**src/rtl/dts_pkg.sv**
```systemverilog
// Package of constants and carriers for the debug trigger and status block
package dts_pkg;
    // ========================================
    // Register byte offsets
    localparam logic [3:0] DTS_OFF_CONTROL = 4'h0;
    localparam logic [3:0] DTS_OFF_TRIGGER = 4'h4;
    localparam logic [3:0] DTS_OFF_STATUS = 4'h8;
    localparam logic [3:0] DTS_OFF_FIFO_LO = 4'hC;
    // ========================================
    // Field positions
    localparam int DTS_CTL_EN = 7;
    localparam int DTS_CTL_ARM = 6;
    localparam int DTS_TRG_TAG = 7;
    localparam int DTS_TRG_BEGIN = 6;
    localparam int DTS_ST_AF = 7;
    localparam int DTS_ST_BF = 6;
    localparam int DTS_ST_ARMED_FLAG = 5;
    // Writable bits of trigger config, 4 and 5 hard-wired low
    localparam logic [7:0] DTS_TRG_MASK = 8'hCF;
    // ========================================
    // Reset values, full count and buffer depth
    localparam logic [7:0] DTS_RST_CONTROL = 8'h00;
    localparam logic [7:0] DTS_RST_TRIGGER = 8'h00;
    localparam logic [3:0] DTS_CNT_FULL = 4'h8;
    localparam int DTS_DEPTH = 8;
    // ========================================
    // Trigger modes
    localparam logic [3:0] DTS_M_A = 4'h0;
    localparam logic [3:0] DTS_M_A_OR_B = 4'h1;
    localparam logic [3:0] DTS_M_A_THEN_B = 4'h2;
    localparam logic [3:0] DTS_M_EV_B = 4'h3;
    localparam logic [3:0] DTS_M_A_EV_B = 4'h4;
    localparam logic [3:0] DTS_M_A_AND_B = 4'h5;
    localparam logic [3:0] DTS_M_A_NOT_B = 4'h6;
    localparam logic [3:0] DTS_M_INSIDE = 4'h7;
    localparam logic [3:0] DTS_M_OUTSIDE = 4'h8;
    // AXI OKAY and DECERR responses
    localparam logic [1:0] DTS_RESP_OK = 2'h0;
    localparam logic [1:0] DTS_RESP_DEC = 2'h3;
    // ========================================
    // One observed CPU bus cycle
    typedef struct packed {
        logic valid;      // Qualifying bus cycle
        logic [15:0] addr; // Access address
        logic [7:0] data; // Access data
        logic rd;         // Read cycle
        logic opfetch;    // Opcode fetch cycle
        logic opexec;     // Tracked opcode now executes
    } dts_bus_s;
endpackage

```
**src/rtl/dts_top.sv**
```systemverilog
// Trigger selection, run status and AXI4-Lite registers of the debug trace
`timescale 1ns/1ns
module dts_top (
    input wire logic clock,
    input wire logic reset,
    // AXI4-Lite slave
    input wire logic [3:0] s_axi_awaddr,
    input wire logic s_axi_awvalid,
    output logic s_axi_awready,
    input wire logic [31:0] s_axi_wdata,
    input wire logic [3:0] s_axi_wstrb,
    input wire logic s_axi_wvalid,
    output logic s_axi_wready,
    output logic [1:0] s_axi_bresp,
    output logic s_axi_bvalid,
    input wire logic s_axi_bready,
    input wire logic [3:0] s_axi_araddr,
    input wire logic s_axi_arvalid,
    output logic s_axi_arready,
    output logic [31:0] s_axi_rdata,
    output logic [1:0] s_axi_rresp,
    output logic s_axi_rvalid,
    input wire logic s_axi_rready,
    // CPU bus observation and comparator values
    input wire dts_pkg::dts_bus_s cpu_bus,
    input wire logic [15:0] cmp_a,
    input wire logic [15:0] cmp_b,
    input wire logic secure_mode,
    // Trigger and capture outputs
    output logic trigger_pulse,
    output logic store_pulse,
    output logic armed_flag
);
    import dts_pkg::*;

    // ========================================
    // Registers
    logic [7:0] debug_control_reg_ff; // Enable and arm
    logic [7:0] trigger_config_ff;    // Trigger configuration
    logic match_a_flag_ff;            // Comparator A seen
    logic match_b_flag_ff;            // Comparator B seen
    logic [3:0] valid_word_count_ff;  // Words at run end
    logic [3:0] fill_ff;              // Words stored this run
    logic seq_a_ff;                   // A seen, for sequence modes
    logic storing_ff;                 // Begin trace started
    logic tag_a_ff;                   // Tagged A pending execution
    logic tag_b_ff;                   // Tagged B pending execution
    logic [2:0] rd_ptr_ff;            // FIFO read pointer
    logic secure_s1_ff;               // Synchroniser stage 1
    logic secure_s2_ff;               // Synchroniser stage 2
    logic trigger_pulse_ff;
    logic store_pulse_ff;
    logic aw_held_ff;
    logic w_held_ff;
    logic [3:0] aw_addr_ff;
    logic [31:0] w_data_ff;
    logic [3:0] w_strb_ff;
    logic bvalid_ff;
    logic [1:0] bresp_ff;
    logic rvalid_ff;
    logic [31:0] rdata_ff;
    logic [1:0] rresp_ff;

    // ========================================
    // Decode helpers
    function automatic logic mode_event_only(input logic [3:0] m);
        mode_event_only = (m == DTS_M_EV_B) || (m == DTS_M_A_EV_B);
    endfunction

    function automatic logic addr_mapped(input logic [3:0] a);
        addr_mapped = (a == DTS_OFF_CONTROL) || (a == DTS_OFF_TRIGGER) ||
                      (a == DTS_OFF_STATUS) || (a == DTS_OFF_FIFO_LO);
    endfunction

    // ========================================
    // Secure level is asynchronous; two stages before use
    always_ff @(posedge clock or posedge reset) begin
        if (reset) begin
            secure_s1_ff <= 1'b0;
            secure_s2_ff <= 1'b0;
        end else begin
            secure_s1_ff <= secure_mode;
            secure_s2_ff <= secure_s1_ff;
        end
    end

    // ========================================
    // Comparators
    logic [3:0] mode;
    logic en;
    logic armed;
    logic hit_a;
    logic hit_b;
    logic data_b;
    assign mode = trigger_config_ff[3:0];
    assign en = debug_control_reg_ff[DTS_CTL_EN];
    assign armed = en && debug_control_reg_ff[DTS_CTL_ARM];
    assign hit_a = cpu_bus.valid && (cpu_bus.addr == cmp_a);
    assign hit_b = cpu_bus.valid && (cpu_bus.addr == cmp_b);
    assign data_b = cpu_bus.valid && (cpu_bus.data == cmp_b[7:0]);

    // Raw matches per mode, before tag qualification
    logic raw_a;
    logic raw_b;
    always_comb begin
        raw_a = 1'b0;
        raw_b = 1'b0;
        case (mode)
            DTS_M_A: raw_a = hit_a;
            DTS_M_A_OR_B, DTS_M_A_THEN_B, DTS_M_EV_B, DTS_M_A_EV_B: begin
                raw_a = hit_a;
                raw_b = hit_b;
            end
            DTS_M_A_AND_B: begin
                raw_a = hit_a;
                raw_b = hit_a && data_b;
            end
            DTS_M_A_NOT_B: begin
                raw_a = hit_a;
                raw_b = hit_a && !data_b;
            end
            DTS_M_INSIDE: begin
                raw_a = cpu_bus.valid && (cpu_bus.addr >= cmp_a) &&
                        (cpu_bus.addr <= cmp_b);
                raw_b = raw_a;
            end
            DTS_M_OUTSIDE: begin
                raw_a = cpu_bus.valid && ((cpu_bus.addr < cmp_a) ||
                        (cpu_bus.addr > cmp_b));
                raw_b = raw_a;
            end
            default: begin
                // Codes 9 to 15 never trigger
                raw_a = 1'b0;
                raw_b = 1'b0;
            end
        endcase
    end

    // Tag qualification: a match waits for its opcode to execute
    logic tag;
    logic m_a;
    logic m_b;
    assign tag = trigger_config_ff[DTS_TRG_TAG];
    assign m_a = tag ? (tag_a_ff && cpu_bus.opexec) : raw_a;
    assign m_b = tag ? (tag_b_ff && cpu_bus.opexec) : raw_b;

    // Tracks tagged opcode fetches until execution
    always_ff @(posedge clock or posedge reset) begin
        if (reset) begin
            tag_a_ff <= 1'b0;
            tag_b_ff <= 1'b0;
        end else if (!armed || cpu_bus.opexec) begin
            tag_a_ff <= 1'b0;
            tag_b_ff <= 1'b0;
        end else if (cpu_bus.opfetch) begin
            tag_a_ff <= raw_a;
            tag_b_ff <= raw_b;
        end
    end

    // Trigger and store decisions
    logic fire;
    logic store_ev;
    logic is_begin;
    assign is_begin = trigger_config_ff[DTS_TRG_BEGIN] ||
                      mode_event_only(mode);
    always_comb begin
        fire = 1'b0;
        store_ev = 1'b0;
        case (mode)
            DTS_M_A: fire = m_a;
            DTS_M_A_OR_B: fire = m_a || m_b;
            DTS_M_A_THEN_B: fire = seq_a_ff && m_b;
            DTS_M_EV_B: store_ev = m_b;
            DTS_M_A_EV_B: store_ev = seq_a_ff && m_b;
            DTS_M_A_AND_B, DTS_M_A_NOT_B: fire = m_b;
            DTS_M_INSIDE, DTS_M_OUTSIDE: fire = m_a;
            default: fire = 1'b0;
        endcase
        // Begin trace stores each qualifying cycle once started
        if (!mode_event_only(mode) && (storing_ff || fire) && is_begin) begin
            store_ev = cpu_bus.valid;
        end
        if (!is_begin) begin
            store_ev = cpu_bus.valid; // End trace stores each qualifying cycle until fill reaches eight
        end
        fire = fire && armed;
        store_ev = store_ev && armed;
    end

    logic [3:0] fill_nxt;
    logic run_done;
    assign fill_nxt = (store_ev && fill_ff != DTS_CNT_FULL) ?
                      fill_ff + 4'h1 : fill_ff;
    // Full in begin trace, trigger in end trace
    assign run_done = armed && (is_begin ? (fill_nxt == DTS_CNT_FULL) :
                                           fire);

    // ========================================
    // Register bus write path
    logic wr_go;
    logic [7:0] wbyte;
    logic rd_go;
    assign wr_go = aw_held_ff && w_held_ff && !bvalid_ff;
    assign wbyte = w_strb_ff[0] ? w_data_ff[7:0] : 8'h00;
    assign rd_go = s_axi_arvalid && s_axi_arready;

    logic wr_ctl;
    logic arm_start;
    assign wr_ctl = wr_go && (aw_addr_ff == DTS_OFF_CONTROL) && w_strb_ff[0];
    assign arm_start = wr_ctl && wbyte[DTS_CTL_ARM] && wbyte[DTS_CTL_EN] &&
                       !(secure_s2_ff && !en) && !armed;

    // Control register: enable and arm
    always_ff @(posedge clock or posedge reset) begin
        if (reset) begin
            debug_control_reg_ff <= DTS_RST_CONTROL;
        end else if (wr_ctl) begin
            debug_control_reg_ff <= wbyte;
            if (secure_s2_ff && !en) begin
                debug_control_reg_ff[DTS_CTL_EN] <= 1'b0;
                debug_control_reg_ff[DTS_CTL_ARM] <= 1'b0;
            end
            if (!wbyte[DTS_CTL_EN]) begin
                debug_control_reg_ff[DTS_CTL_ARM] <= 1'b0;
            end
        end else if (run_done) begin
            debug_control_reg_ff[DTS_CTL_ARM] <= 1'b0;
        end
    end

    // Trigger configuration accepts writes only when unarmed
    always_ff @(posedge clock or posedge reset) begin
        if (reset) begin
            trigger_config_ff <= DTS_RST_TRIGGER;
        end else if (wr_go && aw_addr_ff == DTS_OFF_TRIGGER &&
                     w_strb_ff[0] && !debug_control_reg_ff[DTS_CTL_ARM]) begin
            trigger_config_ff <= wbyte & DTS_TRG_MASK;
        end
    end

    // ========================================
    // Run state: flags, sequence, fill and count
    always_ff @(posedge clock or posedge reset) begin
        if (reset) begin
            match_a_flag_ff <= 1'b0;
            match_b_flag_ff <= 1'b0;
            seq_a_ff <= 1'b0;
            storing_ff <= 1'b0;
            fill_ff <= 4'h0;
            valid_word_count_ff <= 4'h0;
        end else if (arm_start) begin
            match_a_flag_ff <= 1'b0;
            match_b_flag_ff <= 1'b0;
            seq_a_ff <= 1'b0;
            storing_ff <= 1'b0;
            fill_ff <= 4'h0;
            valid_word_count_ff <= 4'h0;
        end else if (armed) begin
            if (m_a) begin
                match_a_flag_ff <= 1'b1;
                seq_a_ff <= 1'b1;
            end
            if (m_b) begin
                match_b_flag_ff <= 1'b1;
            end
            if (fire) begin
                storing_ff <= 1'b1;
            end
            fill_ff <= fill_nxt;
            // Count latched as words stored; stays after the run
            valid_word_count_ff <= fill_nxt;
        end
    end

    // FIFO read pointer: low byte read advances when not armed
    always_ff @(posedge clock or posedge reset) begin
        if (reset) begin
            rd_ptr_ff <= 3'h0;
        end else if (arm_start) begin
            rd_ptr_ff <= 3'h0;
        end else if (rd_go && s_axi_araddr == DTS_OFF_FIFO_LO && !armed) begin
            rd_ptr_ff <= rd_ptr_ff + 3'h1;
        end
    end

    // Pulse outputs
    always_ff @(posedge clock or posedge reset) begin
        if (reset) begin
            trigger_pulse_ff <= 1'b0;
            store_pulse_ff <= 1'b0;
        end else begin
            trigger_pulse_ff <= fire;
            store_pulse_ff <= store_ev && (fill_ff != DTS_CNT_FULL);
        end
    end

    // ========================================
    // AXI write channel capture, either order
    always_ff @(posedge clock or posedge reset) begin
        if (reset) begin
            aw_held_ff <= 1'b0;
            w_held_ff <= 1'b0;
            aw_addr_ff <= 4'h0;
            w_data_ff <= 32'h0000_0000;
            w_strb_ff <= 4'h0;
            bvalid_ff <= 1'b0;
            bresp_ff <= DTS_RESP_OK;
        end else begin
            if (s_axi_awvalid && !aw_held_ff) begin
                aw_held_ff <= 1'b1;
                aw_addr_ff <= s_axi_awaddr;
            end
            if (s_axi_wvalid && !w_held_ff) begin
                w_held_ff <= 1'b1;
                w_data_ff <= s_axi_wdata;
                w_strb_ff <= s_axi_wstrb;
            end
            if (wr_go) begin
                // Status and FIFO are read-only; writes ignored
                bvalid_ff <= 1'b1;
                bresp_ff <= addr_mapped(aw_addr_ff) ? DTS_RESP_OK :
                            DTS_RESP_DEC;
            end
            if (bvalid_ff && s_axi_bready) begin
                bvalid_ff <= 1'b0;
                aw_held_ff <= 1'b0;
                w_held_ff <= 1'b0;
            end
        end
    end

    // AXI read channel
    logic [7:0] status_byte;
    assign status_byte = {match_a_flag_ff, match_b_flag_ff, armed, 1'b0,
                          valid_word_count_ff};
    always_ff @(posedge clock or posedge reset) begin
        if (reset) begin
            rvalid_ff <= 1'b0;
            rdata_ff <= 32'h0000_0000;
            rresp_ff <= DTS_RESP_OK;
        end else if (rd_go) begin
            rvalid_ff <= 1'b1;
            rresp_ff <= addr_mapped(s_axi_araddr) ? DTS_RESP_OK : DTS_RESP_DEC;
            case (s_axi_araddr)
                DTS_OFF_CONTROL: rdata_ff <= {24'h000000, debug_control_reg_ff};
                DTS_OFF_TRIGGER: rdata_ff <= {24'h000000, trigger_config_ff};
                DTS_OFF_STATUS: rdata_ff <= {24'h000000, status_byte};
                DTS_OFF_FIFO_LO: rdata_ff <= {29'h00000000, rd_ptr_ff};
                default: rdata_ff <= 32'h0000_0000;
            endcase
        end else if (rvalid_ff && s_axi_rready) begin
            rvalid_ff <= 1'b0;
        end
    end

    // Ready terms from flip-flops only
    assign s_axi_awready = !aw_held_ff;
    assign s_axi_wready = !w_held_ff;
    assign s_axi_arready = !rvalid_ff;
    assign s_axi_bvalid = bvalid_ff;
    assign s_axi_bresp = bresp_ff;
    assign s_axi_rvalid = rvalid_ff;
    assign s_axi_rdata = rdata_ff;
    assign s_axi_rresp = rresp_ff;
    assign trigger_pulse = trigger_pulse_ff;
    assign store_pulse = store_pulse_ff;
    assign armed_flag = debug_control_reg_ff[DTS_CTL_ARM];
endmodule

```
**config.mk**
```make
export PLATFORM = sky130hd
export DESIGN_NAME = dts_top
export DESIGN_NICKNAME = d
export VERILOG_FILES = /design/src/rtl/dts_pkg.sv /design/src/rtl/dts_top.sv
export SDC_FILE = /design/constraint.sdc
export NUM_CORES = 1
export LEC_CHECK = 0
export ABC_CLOCK_PERIOD_IN_PS = 6900
export BUFFER_PORTS_ARGS = -buffer_cell sky130_fd_sc_hd__buf_4
export CELL_PAD_IN_SITES_DETAIL_PLACEMENT = 0
export CELL_PAD_IN_SITES_GLOBAL_PLACEMENT = 1
export CORE_MARGIN = 4
export CORE_UTILIZATION = 25
export CTS_CLUSTER_DIAMETER = 120
export DETAILED_ROUTE_END_ITERATION = 7
export PLACE_DENSITY = 0.59
export SYNTH_ARGS = -nofsm -noshare
export SYNTH_HDL_FRONTEND = slang
export SYNTH_SLANG_ARGS = --single-unit
```
**constraint.sdc**
```tcl
create_clock -name clock -period 6.9 [get_ports clock]
set_clock_uncertainty 0.1 [all_clocks]
set_input_delay 1.38 -clock clock [delete_from_list [all_inputs] [get_ports clock]]
set_output_delay 1.38 -clock clock [all_outputs]
set_load 0.02 [all_outputs]
```
# Yosys cells after proc, flatten, opt, wreduce, memory -nomap -nowiden

Cells that the tools add are included.

Add/subtract/negate cells: 2
Mux-type cells: 43
Reduce and logical (&&, ||, !) cells: 80
Eq/ne operators: 19
$lt $le $gt $ge: 4

Operators with widths:

| kind                | count |
|---|---|
| $logic_and 1x1->1   | 37 |
| $eq 16x16->1        | 2 |
| $pmux 8 s4          | 1 |
| $mux 1              | 29 |
| $eq 4x3->1 const B  | 6 |
| $eq 4x4->1 const B  | 6 |
| $reduce_bool 2->1   | 11 |
| $ge 16x16->1        | 1 |
| $gt 16x16->1        | 1 |
| $le 16x16->1        | 1 |
| $lt 16x16->1        | 1 |
| $logic_not 4->1     | 3 |
| $logic_or 1x1->1    | 12 |
| $mux 4              | 3 |
| $logic_not 1->1     | 10 |
| $eq 4x2->1 const B  | 2 |
| $eq 8x8->1          | 1 |
| $mux 8              | 1 |
| $reduce_or 7->1     | 1 |
| $mux 2              | 3 |
| $mux 3              | 2 |
| $reduce_and 2->1    | 3 |
| $pmux 1 s5          | 1 |
| $add 4x1->4 const B | 1 |
| 9 further kinds     | 9 |

Logic and storage cells: 172
Bits in registers: 83
Output and inout port bits: 44

# Depth between registers and ports, before layout

Gate-level depths: netlist of the first run.

Depth after elaboration: 21
Gate-level depth with buffers: 12
Gate-level depth less buffers: 12

# Least setup slack after synthesis of the first run

No wires, ideal clock.

Kind: input to register
Start point: input port cmp_a[3]
End point: register debug_control_reg_ff[6]
Arrival: 3643 ps
Setup slack: 3029 ps
Stages: 12
Cell sequence: inv_1 -> ha_1 -> and3_4 -> a221o_1 -> a221o_1 -> a211oi_2 -> a211oi_1 -> nand2_2 -> a21oi_1 -> or4_1 -> a31oi_1 -> a21oi_1

Longest elaborated chain between the ends: 19

RTL lines:

| item                                                  | RTL line                                       | source |
|---|---|---|
| start, declared                                       | dts_top.sv:26                                  | `input wire logic [15:0] cmp_a,` |
| $lt 16x16->1 (tied with other cells)                  | dts_top.sv:128                                 | `raw_a = cpu_bus.valid && ((cpu_bus.addr < cmp_a) \|\|` |
| $logic_or 1x1->1 (tied with other cells)              | dts_top.sv:128                                 |  |
| $logic_and 1x1->1, on equally long branches           | --                                             |  |
| $pmux 1 s5 or $pmux 1 s3 (tied branches)              | dts_top.sv:108                                 | `case (mode)` |
| $mux 1, on equally long branches                      | dts_top.sv:146, dts_top.sv:145                 |  |
| $logic_and 1x1->1 or $logic_or 1x1->1 (tied branches) | dts_top.sv:174, dts_top.sv:176, dts_top.sv:173 |  |
| $pmux 1 s4                                            | dts_top.sv:171                                 | `case (mode)` |
| $logic_or 1x1->1                                      | dts_top.sv:182                                 | `if (!mode_event_only(mode) && (storing_ff \|\| fire) && is_begin) begin` |
| (+3 left out)                                         | --                                             |  |
| $mux 1                                                | dts_top.sv:185                                 | `if (!is_begin) begin` |
| $logic_and 1x1->1                                     | dts_top.sv:189                                 | `store_ev = store_ev && armed;` |
| $logic_and 1x1->1                                     | dts_top.sv:194                                 | `assign fill_nxt = (store_ev && fill_ff != DTS_CNT_FULL) ?` |
| $mux 4                                                | dts_top.sv:194                                 |  |
| $eq 4x4->1                                            | dts_top.sv:197                                 | `assign run_done = armed && (is_begin ? (fill_nxt == DTS_CNT_FULL) :` |
| $mux 1 *                                              | dts_top.sv:197                                 |  |
| $logic_and 1x1->1 *                                   | dts_top.sv:197                                 |  |
| $reduce_bool 2->1 (no line) *                         | --                                             |  |
| end signal, assigned                                  | dts_top.sv:220                                 | `debug_control_reg_ff <= wbyte;` |
| end, declared                                         | dts_top.sv:38                                  | `logic [7:0] debug_control_reg_ff;` |

Every way passes the cells marked *; elsewhere a longest branch is shown, timed or not.
A chain may end at the register's enable or synchronous reset.

# Worst setup path in the final report of the first run

Start point: input port cpu_bus[14] (netlist name)
End point: register debug_control_reg_ff[6]

Longest elaborated chain between the ends: 19

RTL lines:

| item                                                  | RTL line                                       | source |
|---|---|---|
| start, declared                                       | dts_top.sv:25                                  | `input wire dts_pkg::dts_bus_s cpu_bus,` |
| $lt 16x16->1 (tied with other cells)                  | dts_top.sv:128                                 |  |
| $logic_or 1x1->1 (tied with other cells)              | dts_top.sv:128                                 |  |
| $logic_and 1x1->1, on equally long branches           | --                                             |  |
| $pmux 1 s5 or $pmux 1 s3 (tied branches)              | dts_top.sv:108                                 |  |
| $mux 1, on equally long branches                      | dts_top.sv:146, dts_top.sv:145                 |  |
| $logic_and 1x1->1 or $logic_or 1x1->1 (tied branches) | dts_top.sv:174, dts_top.sv:176, dts_top.sv:173 |  |
| $pmux 1 s4                                            | dts_top.sv:171                                 |  |
| $logic_or 1x1->1                                      | dts_top.sv:182                                 |  |
| (+3 left out)                                         | --                                             |  |
| $mux 1                                                | dts_top.sv:185                                 |  |
| $logic_and 1x1->1                                     | dts_top.sv:189                                 |  |
| $logic_and 1x1->1                                     | dts_top.sv:194                                 |  |
| $mux 4                                                | dts_top.sv:194                                 |  |
| $eq 4x4->1                                            | dts_top.sv:197                                 |  |
| $mux 1 *                                              | dts_top.sv:197                                 |  |
| $logic_and 1x1->1 *                                   | dts_top.sv:197                                 |  |
| $reduce_bool 2->1 (no line) *                         | --                                             |  |

Marked as above.

==> qor.csv, run 1 <==
stage,metric,value,unit
floorplanning,ioPinCount,156,
sta,drv_slew,0,
run,max_cap_viol_count,0,
floorplanning,die-width,137,um
logic_synthesis,synth_compound_area_share,16.3,%
sta,period_share,58.6,%
clock_tree,cts_setup_buffers,0,
clock_tree,clkLatencyLatePin,0.32,ns
logic_synthesis,synth_top_area_share,34.5,%
routing,drc,0,
power_and_ir_drop,power.leakage,2.56,nW
setup_path,worstPathRequired,7.00,ns
setup_path,rr_worst_depth,10,
clock_tree,cts_max_level,3,
setup_path,crit_chain,"buf_4, ha_1, a21oi_1, o22ai_1, a2111oi_0, o31ai_1, a221o_2, nand2_2, a21oi_1, or4_1, a31oi_1, a21oi_1",
routing,wire_per_inst,14.0,um
clock_tree,ctsLongestPathBuffers,2,
power_and_ir_drop,p_comb_share,30.1,%
logic_synthesis,synth_xor_xnor_area_share,1.70,%
logic_synthesis,yosysWarningCount,0,
hold_path,min_to,secure_s2_ff,
power_and_ir_drop,power.switching,0.460,mW
sta,relSlewSlack,50.3,%
setup_path,critPathArrivalTime,4.15,ns
clock_tree,cts_resized,0,
power_and_ir_drop,p_seq_share,39.3,%
setup_path,r2r-end,debug_control_reg_ff[6],
sta,tightest_slew,0.744,ns
power_and_ir_drop,power,1.38,mW
logic_synthesis,ys_seq_area_share,34.5,%
logic_synthesis,muxShareOfSynthArea,7.79,%
floorplanning,die-area,18600,um^2
clock_tree,clkSinkCount,57,
logic_synthesis,post_synth_num_cell_types,76,
routing,drt_iter0_drc,125,
logic_synthesis,synthArstFlopShare,100,%
logic_synthesis,postSynthCellCount,437,
power_and_ir_drop,power_frac_clock,30.6,%
finish,final_cell_mix,"buf_4 (105), dfrtp_1 (57), inv_1 (46), nand2_1 (44), ha_1 (35)",
setup_path,path_class,primary input to flip-flop,
grt,grt_pass1_vias,3477,
sta,hold_violations,0,
routing,drtAntennaViolNets,0,
logic_synthesis,ys_ff_latch,57,
logic_synthesis,synth_top_family_by_area,simple AND/OR/NAND/NOR gates,
grt,track_usage,11.5,%
sta,fmax,247,MHz
sta,fin_worst_hold_slack,0.248,ns
setup_path,cpMaxStageDelayCell,a2111oi_0,
finish,layout_commonest_cell,buf_4,
grt,grt_pass1_wl,17.2,mm
setup_path,rrSetupSlack,4.08,ns
sta,rsz0062_at_grt,no,
power_and_ir_drop,powerDensity,261,nW/um^2
floorplanning,core,16100,um^2
setup_path,slowest_delay,0.54,ns
routing,routed_via_density,4.52,
power_and_ir_drop,intPower,0.918,mW
setup_path,worstSetupEndpointType,flip-flop,
finish,syn_to_final_growth,28.0,%
grt,grt_max_degree,58,
outcome,status,completed,
grt,antenna_found_initial,0,
logic_synthesis,syn_area,4130,um^2
finish,drive_above_1_share,31.3,%
finish,final_nets,685,
hold_path,hp-class,flip-flop to flip-flop,
setup_path,cp_max_fo,3,
floorplanning,initial_core_util,25.7,%
hold_path,holdCritStartpoint,secure_s1_ff,
logic_synthesis,synth-edff-count,0,
finish,antenna_cells,0,
sta,finalSetupViolations,0,
floorplanning,rows,46,
place,place_hpwl,8.54,mm
power_and_ir_drop,ir_worst_vdd,0.192,mV
clock_tree,cts_tree,done,
clock_tree,clock-root-buffer,clkbuf_16,
setup_path,timing.rr.start,trigger_config_ff[3],
sta,setup_tns,0,ns
place,io_buffers,103,
setup_path,crit_path_frequent_cell,a21oi_1,
floorplanning,die_h,137,um
clock_tree,postCtsHoldBufs,0,
logic_synthesis,avgSynthCellArea,9.45,um^2
logic_synthesis,synth_area_leaders,"dfrtp_1 (35%), ha_1 (11%), mux2_2 (5.2%)",
hold_path,holdPathStages,0,
clock_tree,cts_buffers,9,
sta,layout_min_cycle_time,4.05,ns
power_and_ir_drop,switching_share,33.4,%
grt,overflow,0,
routing,drt_wl_total,10.7,mm
logic_synthesis,yosysTopAreaCell,dfrtp_1,
clock_tree,path_clk_slew,0.05,ns
logic_synthesis,synth-simple-area-share,17.9,%
place,place_congestion,0.811,
routing,vias,3427,
logic_synthesis,ys.flop_type,dfrtp_1,
setup_path,startpoint_type,primary input,
logic_synthesis,synth-adder-area-share,10.6,%
setup_path,cp-startpoint,cpu_bus[14],
routing,dr.pass1.iters,4,
## layer usage
layer | share of wire [%] | vias to the layer above | global-route usage [%]
li1 | - | 1714 | -
met1 | 44 | 1592 | 14.7
met2 | 47 | 108 | 19.1
met3 | 7.1 | 13 | 2.76
met4 | 1.6 | 0 | 3.86
met5 | 0 | - | 0
## power by group through the flow
stage / clock [mW] / sequential, mW / combinational [mW]
finish: 0.422 / 0.541 / 0.415
global route: 0.458 / 0.557 / 0.464
CTS: 0.436 / 0.542 / 0.422
detailed placement: 0 / 0.546 / 0.420
global placement: 0 / 0.543 / 0.411
floorplan: 0 / 0.504 / 0.324
## flip-flops by register name, summed over array words and instances, names as in the netlist, 3 cells and up
name,cells
aw_addr_ff,4
rd_ptr_ff,3
debug_control_reg_ff,8
fill_ff,4
w_data_ff,8
trigger_config_ff,6
s_axi_rdata,8
## cell type report
cell class | instances | area, um^2
clock buffer | 14 | 284
clock inverter | 2 | 10.0
fill | 1686 | 10800
inverter | 47 | 176
multi-input combinational | 318 | 2330
sequential | 57 | 1430
tap | 216 | 270
timing repair buffer | 105 | 788
## how the worst max path moves through the flow
stage | end | slack, ns | depth (start not counted)
after floorplan | debug_control_reg_ff[6] | 3.03 | 12
final | debug_control_reg_ff[6] | 2.85 | 12
after global placement | debug_control_reg_ff[6] | 2.48 | 12
after detailed placement | debug_control_reg_ff[6] | 2.50 | 12
after CTS | debug_control_reg_ff[6] | 2.80 | 12
after global routing | debug_control_reg_ff[6] | 2.55 | 12
## synthesized netlist by cell type, drive strengths merged (4+ instances only)
cell type and number:
a21oi 22, o21ai 28, mux2i 4, clkbuf 9
a31oi 4, and3 5, buf 29, a22o 7
nor3 4, nand3 8, dfrtp 57, nand4 9
nor3b 4, or4 4, nand2 45, a211oi 5
nor4 6, inv 47, a21o 5, nor2 20
ha 35, mux2 19, xor2 8, nand2b 5
## per-stage QoR
stage	instances	utilization, %	instance area [um^2]	setup WS [ns]
after floorplan	460	-	4220	3.03
after global placement	743	31.1	4990	2.48
after detailed placement	743	31.1	4990	2.50
after CTS	759	32.9	5290	2.80
after global routing	759	32.9	5290	2.55
final	759	32.9	5290	2.85
## cell families after synthesis
kind of cell    Yosys count
simple gates            127
compound gates           98
buf+inv                  85
flops                    57
fa+ha+maj                35
mux                      26
xor+xnor                  8
other cells               1
## worst max-delay path: cells and delay by family
kind	cells	cell delay (ns)
AND/OR/NAND/NOR	2	0.53
AO/OA/AOI/OAI	8	1.79
buffers and inverters	1	0.12
adder cells (fa/ha/maj)	1	0.32
Note: power is estimated with default switching activity, not from simulation.
==> run 2: changes to the inputs <==
--- a/config.mk
+++ b/config.mk
@@ -5,7 +5,7 @@
 export SDC_FILE = /design/constraint.sdc
 export NUM_CORES = 1
 export LEC_CHECK = 0
-export ABC_CLOCK_PERIOD_IN_PS = 6900
+export ABC_CLOCK_PERIOD_IN_PS = 3810
 export BUFFER_PORTS_ARGS = -buffer_cell sky130_fd_sc_hd__buf_4
 export CELL_PAD_IN_SITES_DETAIL_PLACEMENT = 0
 export CELL_PAD_IN_SITES_GLOBAL_PLACEMENT = 1
==> constraint.sdc (replaced) <==
create_clock -name clock -period 3.81 [get_ports clock]
set_clock_uncertainty 0.1 [all_clocks]
set_input_delay 0.762 -clock clock [delete_from_list [all_inputs] [get_ports clock]]
set_output_delay 0.762 -clock clock [all_outputs]
set_load 0.02 [all_outputs]
==> qor.csv, run 2 (synthesized netlist as in run 1, its figures left out) <==
stage,metric,value,unit
routing,drtAntennaViolNets,0,
sta,relSlewSlack,47.1,%
clock_tree,cts_setup_buffers,0,
clock_tree,cts_resized,0,
clock_tree,ctsLongestPathBuffers,2,
routing,vias,3432,
grt,grt_pass1_vias,3507,
sta,period_share,87.5,%
sta,rsz0062_at_grt,no,
outcome,status,completed,
grt,antenna_found_initial,0,
floorplanning,rows,46,
setup_path,path_class,primary input to flip-flop,
finish,syn_to_final_growth,30.2,%
finish,final_cell_mix,"buf_4 (106), dfrtp_1 (57), inv_1 (46), nand2_1 (44), ha_1 (35)",
routing,top_layer_used,met4,
run,max_cap_viol_count,0,
place,io_buffers,103,
clock_tree,path_clk_slew,0.05,ns
place,place_hpwl,8.58,mm
grt,overflow,0,
routing,dr_wl_met3,654,um
power_and_ir_drop,power.leakage,2.61,nW
sta,finalSetupViolations,0,
routing,wire_per_inst,13.9,um
grt,track_usage,11.4,%
sta,hold_violations,0,
finish,antenna_cells,0,
floorplanning,die_h,137,um
sta,setup_tns,0,ns
routing,wl_met2,4.95,mm
finish,drive_above_1_share,31.6,%
clock_tree,cts_buffers,9,
setup_path,worstSetupEndpointType,flip-flop,
routing,routed_via_density,4.52,
sta,tightest_slew,0.791,ns
grt,grt_pass1_wl,17.0,mm
floorplanning,ioPinCount,156,
finish,final_nets,686,
power_and_ir_drop,ir_worst_vdd,0.342,mV
sta,layout_min_cycle_time,3.33,ns
clock_tree,clkLatencyLatePin,0.32,ns
routing,drt_iter0_drc,193,
setup_path,startpoint_type,primary input,
routing,drc,0,
setup_path,worstPathRequired,3.90,ns
sta,fmax,300,MHz
clock_tree,cts_max_level,3,
routing,dr.pass1.iters,4,
routing,m1WireLength,4.81,mm
floorplanning,die-width,137,um
power_and_ir_drop,power,2.73,mW
clock_tree,clock-root-buffer,clkbuf_16,
floorplanning,initial_core_util,25.7,%
setup_path,cp_max_fo,5,
floorplanning,core,16100,um^2
setup_path,critPathArrivalTime,3.42,ns
setup_path,cp-startpoint,cmp_b[7],
routing,drt_wl_total,10.6,mm
clock_tree,clkSinkCount,57,
place,place_congestion,0.819,
setup_path,timing.rr.start,trigger_config_ff[3],
power_and_ir_drop,powerDensity,508,nW/um^2
finish,layout_commonest_cell,buf_4,
clock_tree,cts_tree,done,
floorplanning,die-area,18600,um^2
hold_path,hp-class,flip-flop to flip-flop,
hold_path,holdCritStartpoint,secure_s1_ff,
sta,drv_slew,0,
clock_tree,postCtsHoldBufs,0,
grt,grt_max_degree,35,
## run 2: layout make-up
type | count | area [um^2]
clock buffer | 11 | 253
clock inverter | 5 | 125
fill | 1674 | 10700
inverter | 47 | 176
multi-input combinational | 318 | 2330
sequential | 57 | 1430
tap | 216 | 270
timing repair buffer | 106 | 796
## run 2: power breakdown
group	internal (mW)	leakage [nW]	switching [mW]
clock network	0.739	0.186	0.265
registers	0.778	0.719	0.202
logic	0.379	1.70	0.372
## run 2: final timing paths
kind                                            to  slack, ns  depth (start not counted)
setup / recovery           debug_control_reg_ff[6]       0.48                         14
hold / removal                        secure_s2_ff       0.25                          0
setup reg to reg           debug_control_reg_ff[6]       1.04                         10
hold reg to reg                       secure_s2_ff       0.25                          0
max in group asynchronous                 seq_a_ff       2.39                          3
min in group asynchronous             rd_ptr_ff[2]       0.38                          2
## run 2: routing by layer
layer / track usage (%) / vias to the layer above
met3: 2.46 / 8
met5: 0 / -
li1: - / 1727
met1: 14.9 / 1599
met4: 3.25 / 0
met2: 18.9 / 98
## run 2: per-stage QoR
| stage | cells | util [%] | area [um^2] | hold slack, ns | worst slack, ns |
|---|---|---|---|---|---|
| after floorplan | 460 | - | 4220 | 0.231 | 0.557 |
| after global placement | 744 | 31.1 | 5000 | 0.235 | 0.154 |
| after detailed placement | 744 | 31.1 | 5000 | 0.235 | 0.134 |
| after CTS | 760 | 33.5 | 5380 | 0.256 | 0.465 |
| after global routing | 760 | 33.5 | 5380 | 0.278 | 0.131 |
| final | 760 | 33.5 | 5380 | 0.251 | 0.477 |
## run 2: critical path, stage by stage
cell       delay, ns
buf_4           0.09
inv_1           0.04
ha_1            0.31
nand4_2         0.16
a211oi_1        0.21
a2111oi_0       0.10
buf_4           0.14
o31ai_1         0.40
a221o_2         0.28
nand4_2         0.13
o211ai_1        0.28
a21oi_1         0.12
nor4_1          0.28
a21oi_1         0.11
==> run 3: changes to the inputs <==
--- a/config.mk
+++ b/config.mk
@@ -5,8 +5,9 @@
 export SDC_FILE = /design/constraint.sdc
 export NUM_CORES = 1
 export LEC_CHECK = 0
-export ABC_CLOCK_PERIOD_IN_PS = 3810
+export ABC_CLOCK_PERIOD_IN_PS = 4000
 export BUFFER_PORTS_ARGS = -buffer_cell sky130_fd_sc_hd__buf_4
+export CAP_MARGIN = 20
 export CELL_PAD_IN_SITES_DETAIL_PLACEMENT = 0
 export CELL_PAD_IN_SITES_GLOBAL_PLACEMENT = 1
 export CORE_MARGIN = 4
@@ -17,3 +18,4 @@
 export SYNTH_ARGS = -nofsm -noshare
 export SYNTH_HDL_FRONTEND = slang
 export SYNTH_SLANG_ARGS = --single-unit
+export TNS_END_PERCENT = 100
==> constraint.sdc (replaced) <==
create_clock -name clock -period 4 [get_ports clock]
set_clock_uncertainty 0.1 [all_clocks]
set_input_delay 0.8 -clock clock [delete_from_list [all_inputs] [get_ports clock]]
set_output_delay 0.8 -clock clock [all_outputs]
set_load 0.02 [all_outputs]
==> qor.csv, run 3 (synthesized netlist as in run 1, its figures left out) <==
stage,metric,value,unit
floorplanning,core,16100,um^2
setup_path,crit_path_frequent_cell,a21oi_1,
grt,grt_max_degree,44,
clock_tree,clkLatencyLatePin,0.32,ns
floorplanning,die-area,18600,um^2
routing,drt_iter0_drc,110,
setup_path,worstPathRequired,4.10,ns
routing,dr.pass1.iters,4,
setup_path,crit_chain,"buf_4, ha_1, a21oi_1, o22ai_1, a2111oi_0, o31ai_1, a221o_2, nand2_2, a21oi_1, or4_1, a31oi_1, a21oi_1",
run,max_cap_viol_count,0,
floorplanning,die_h,137,um
sta,hold_violations,0,
clock_tree,ctsLongestPathBuffers,2,
place,placed_cells,743,
routing,drc,0,
outcome,status,completed,
routing,drtAntennaViolNets,0,
sta,rsz0062_at_grt,no,
finish,final_nets,685,
finish,fin_cells,759,
power_and_ir_drop,ir_worst_vdd,0.325,mV
grt,grt_pass1_vias,3407,
hold_path,hp-class,flip-flop to flip-flop,
routing,routed_via_density,4.41,
setup_path,cpMaxStageDelayCell,a2111oi_0,
routing,drt_wl_total,10.5,mm
setup_path,path_buf_inv,1,
finish,layout_commonest_cell,buf_4,
floorplanning,rows,46,
sta,relSlewSlack,39.2,%
setup_path,cp_max_fo,3,
grt,track_usage,11.1,%
floorplanning,initial_core_util,25.7,%
place,place_congestion,0.820,
sta,tightest_slew,0.911,ns
setup_path,startpoint_type,primary input,
sta,period_share,84.3,%
finish,syn_to_final_growth,28.0,%
floorplanning,ioPinCount,156,
sta,fmax,297,MHz
clock_tree,cts_buffers,9,
sta,setup_slack,0.629,ns
setup_path,critPathArrivalTime,3.47,ns
setup_path,path_class,primary input to flip-flop,
power_and_ir_drop,powerDensity,449,nW/um^2
setup_path,slowest_delay,0.49,ns
floorplanning,die-width,137,um
sta,finalSetupViolations,0,
sta,setup_tns,0,ns
sta,drv_slew,0,
sta,layout_min_cycle_time,3.37,ns
finish,fill_cells,1675,
routing,wire_per_inst,13.8,um
grt,overflow,0,
setup_path,worstSetupEndpointType,flip-flop,
routing,vias,3347,
clock_tree,clkSinkCount,57,
finish,drive_above_1_share,31.3,%
place,post-place-ws,0.216,ns
clock_tree,postCtsHoldBufs,0,
finish,design_area,5290,um^2
setup_path,path_delay_family,compound AO/OA/AOI/OAI gates,
grt,antenna_found_initial,0,
place,placed_area,4990,um^2
clock_tree,cts_max_level,3,
clock_tree,cts_tree,done,
place,io_buffers,103,
power_and_ir_drop,power.leakage,2.56,nW
finish,final_cell_mix,"buf_4 (105), dfrtp_1 (57), inv_1 (46), nand2_1 (44), ha_1 (35)",
clock_tree,cts_setup_buffers,0,
clock_tree,path_clk_slew,0.05,ns
clock_tree,cts_resized,0,
finish,antenna_cells,0,
clock_tree,clock-root-buffer,clkbuf_16,
place,place_hpwl,8.55,mm
grt,grt_pass1_wl,16.6,mm
-- run 3: changes by cell type in the layout (fill, tap and decap cells not counted), sizes merged --
cell / change
clkbuf: +3
clkinv: +1
bufinv: -4
buf: -1
-- run 3: area by class of cell --
cell class	count	area [um^2]	share of cell area (%)
Clock buffer	14	284	5.37
Clock inverter	2	10.0	0.189
Inverter	47	176	3.34
Multi-Input combinational cell	318	2330	44.1
Sequential cell	57	1430	27.0
Tap cell	216	270	5.11
Timing Repair Buffer	105	788	14.9
-- run 3: worst paths after layout --
check                      slack [ns]            startpoint                      end  cells past startpoint
max                              0.63           cpu_bus[14]  debug_control_reg_ff[6]                     12
min                              0.25          secure_s1_ff             secure_s2_ff                      0
max reg2reg                      1.26  trigger_config_ff[3]  debug_control_reg_ff[6]                     10
min reg2reg                      0.25          secure_s1_ff             secure_s2_ff                      0
max in group asynchronous        2.45                 reset     trigger_config_ff[3]                      3
min in group asynchronous        0.59                 reset             w_data_ff[4]                      2
-- run 3: metrics by stage --
stage	hold slack, ns	utilization, %	power, mW
floorplan	0.231	-	1.43
detailed placement	0.239	31.1	1.66
finish	0.249	32.9	2.37
global route	0.262	32.9	2.53
CTS	0.250	32.9	2.40
global placement	0.235	31.1	1.65
-- run 3: where the power goes --
group          internal [mW]  switching (mW)
Clock                  0.484           0.245
Combinational          0.359           0.352
Sequential             0.741           0.190
-- run 3: layer usage --
layer	GRT usage (%)	wire [um]
met1	14.1	4740
met4	3.08	102
met5	0	0
met2	19.0	4970
met3	2.68	683
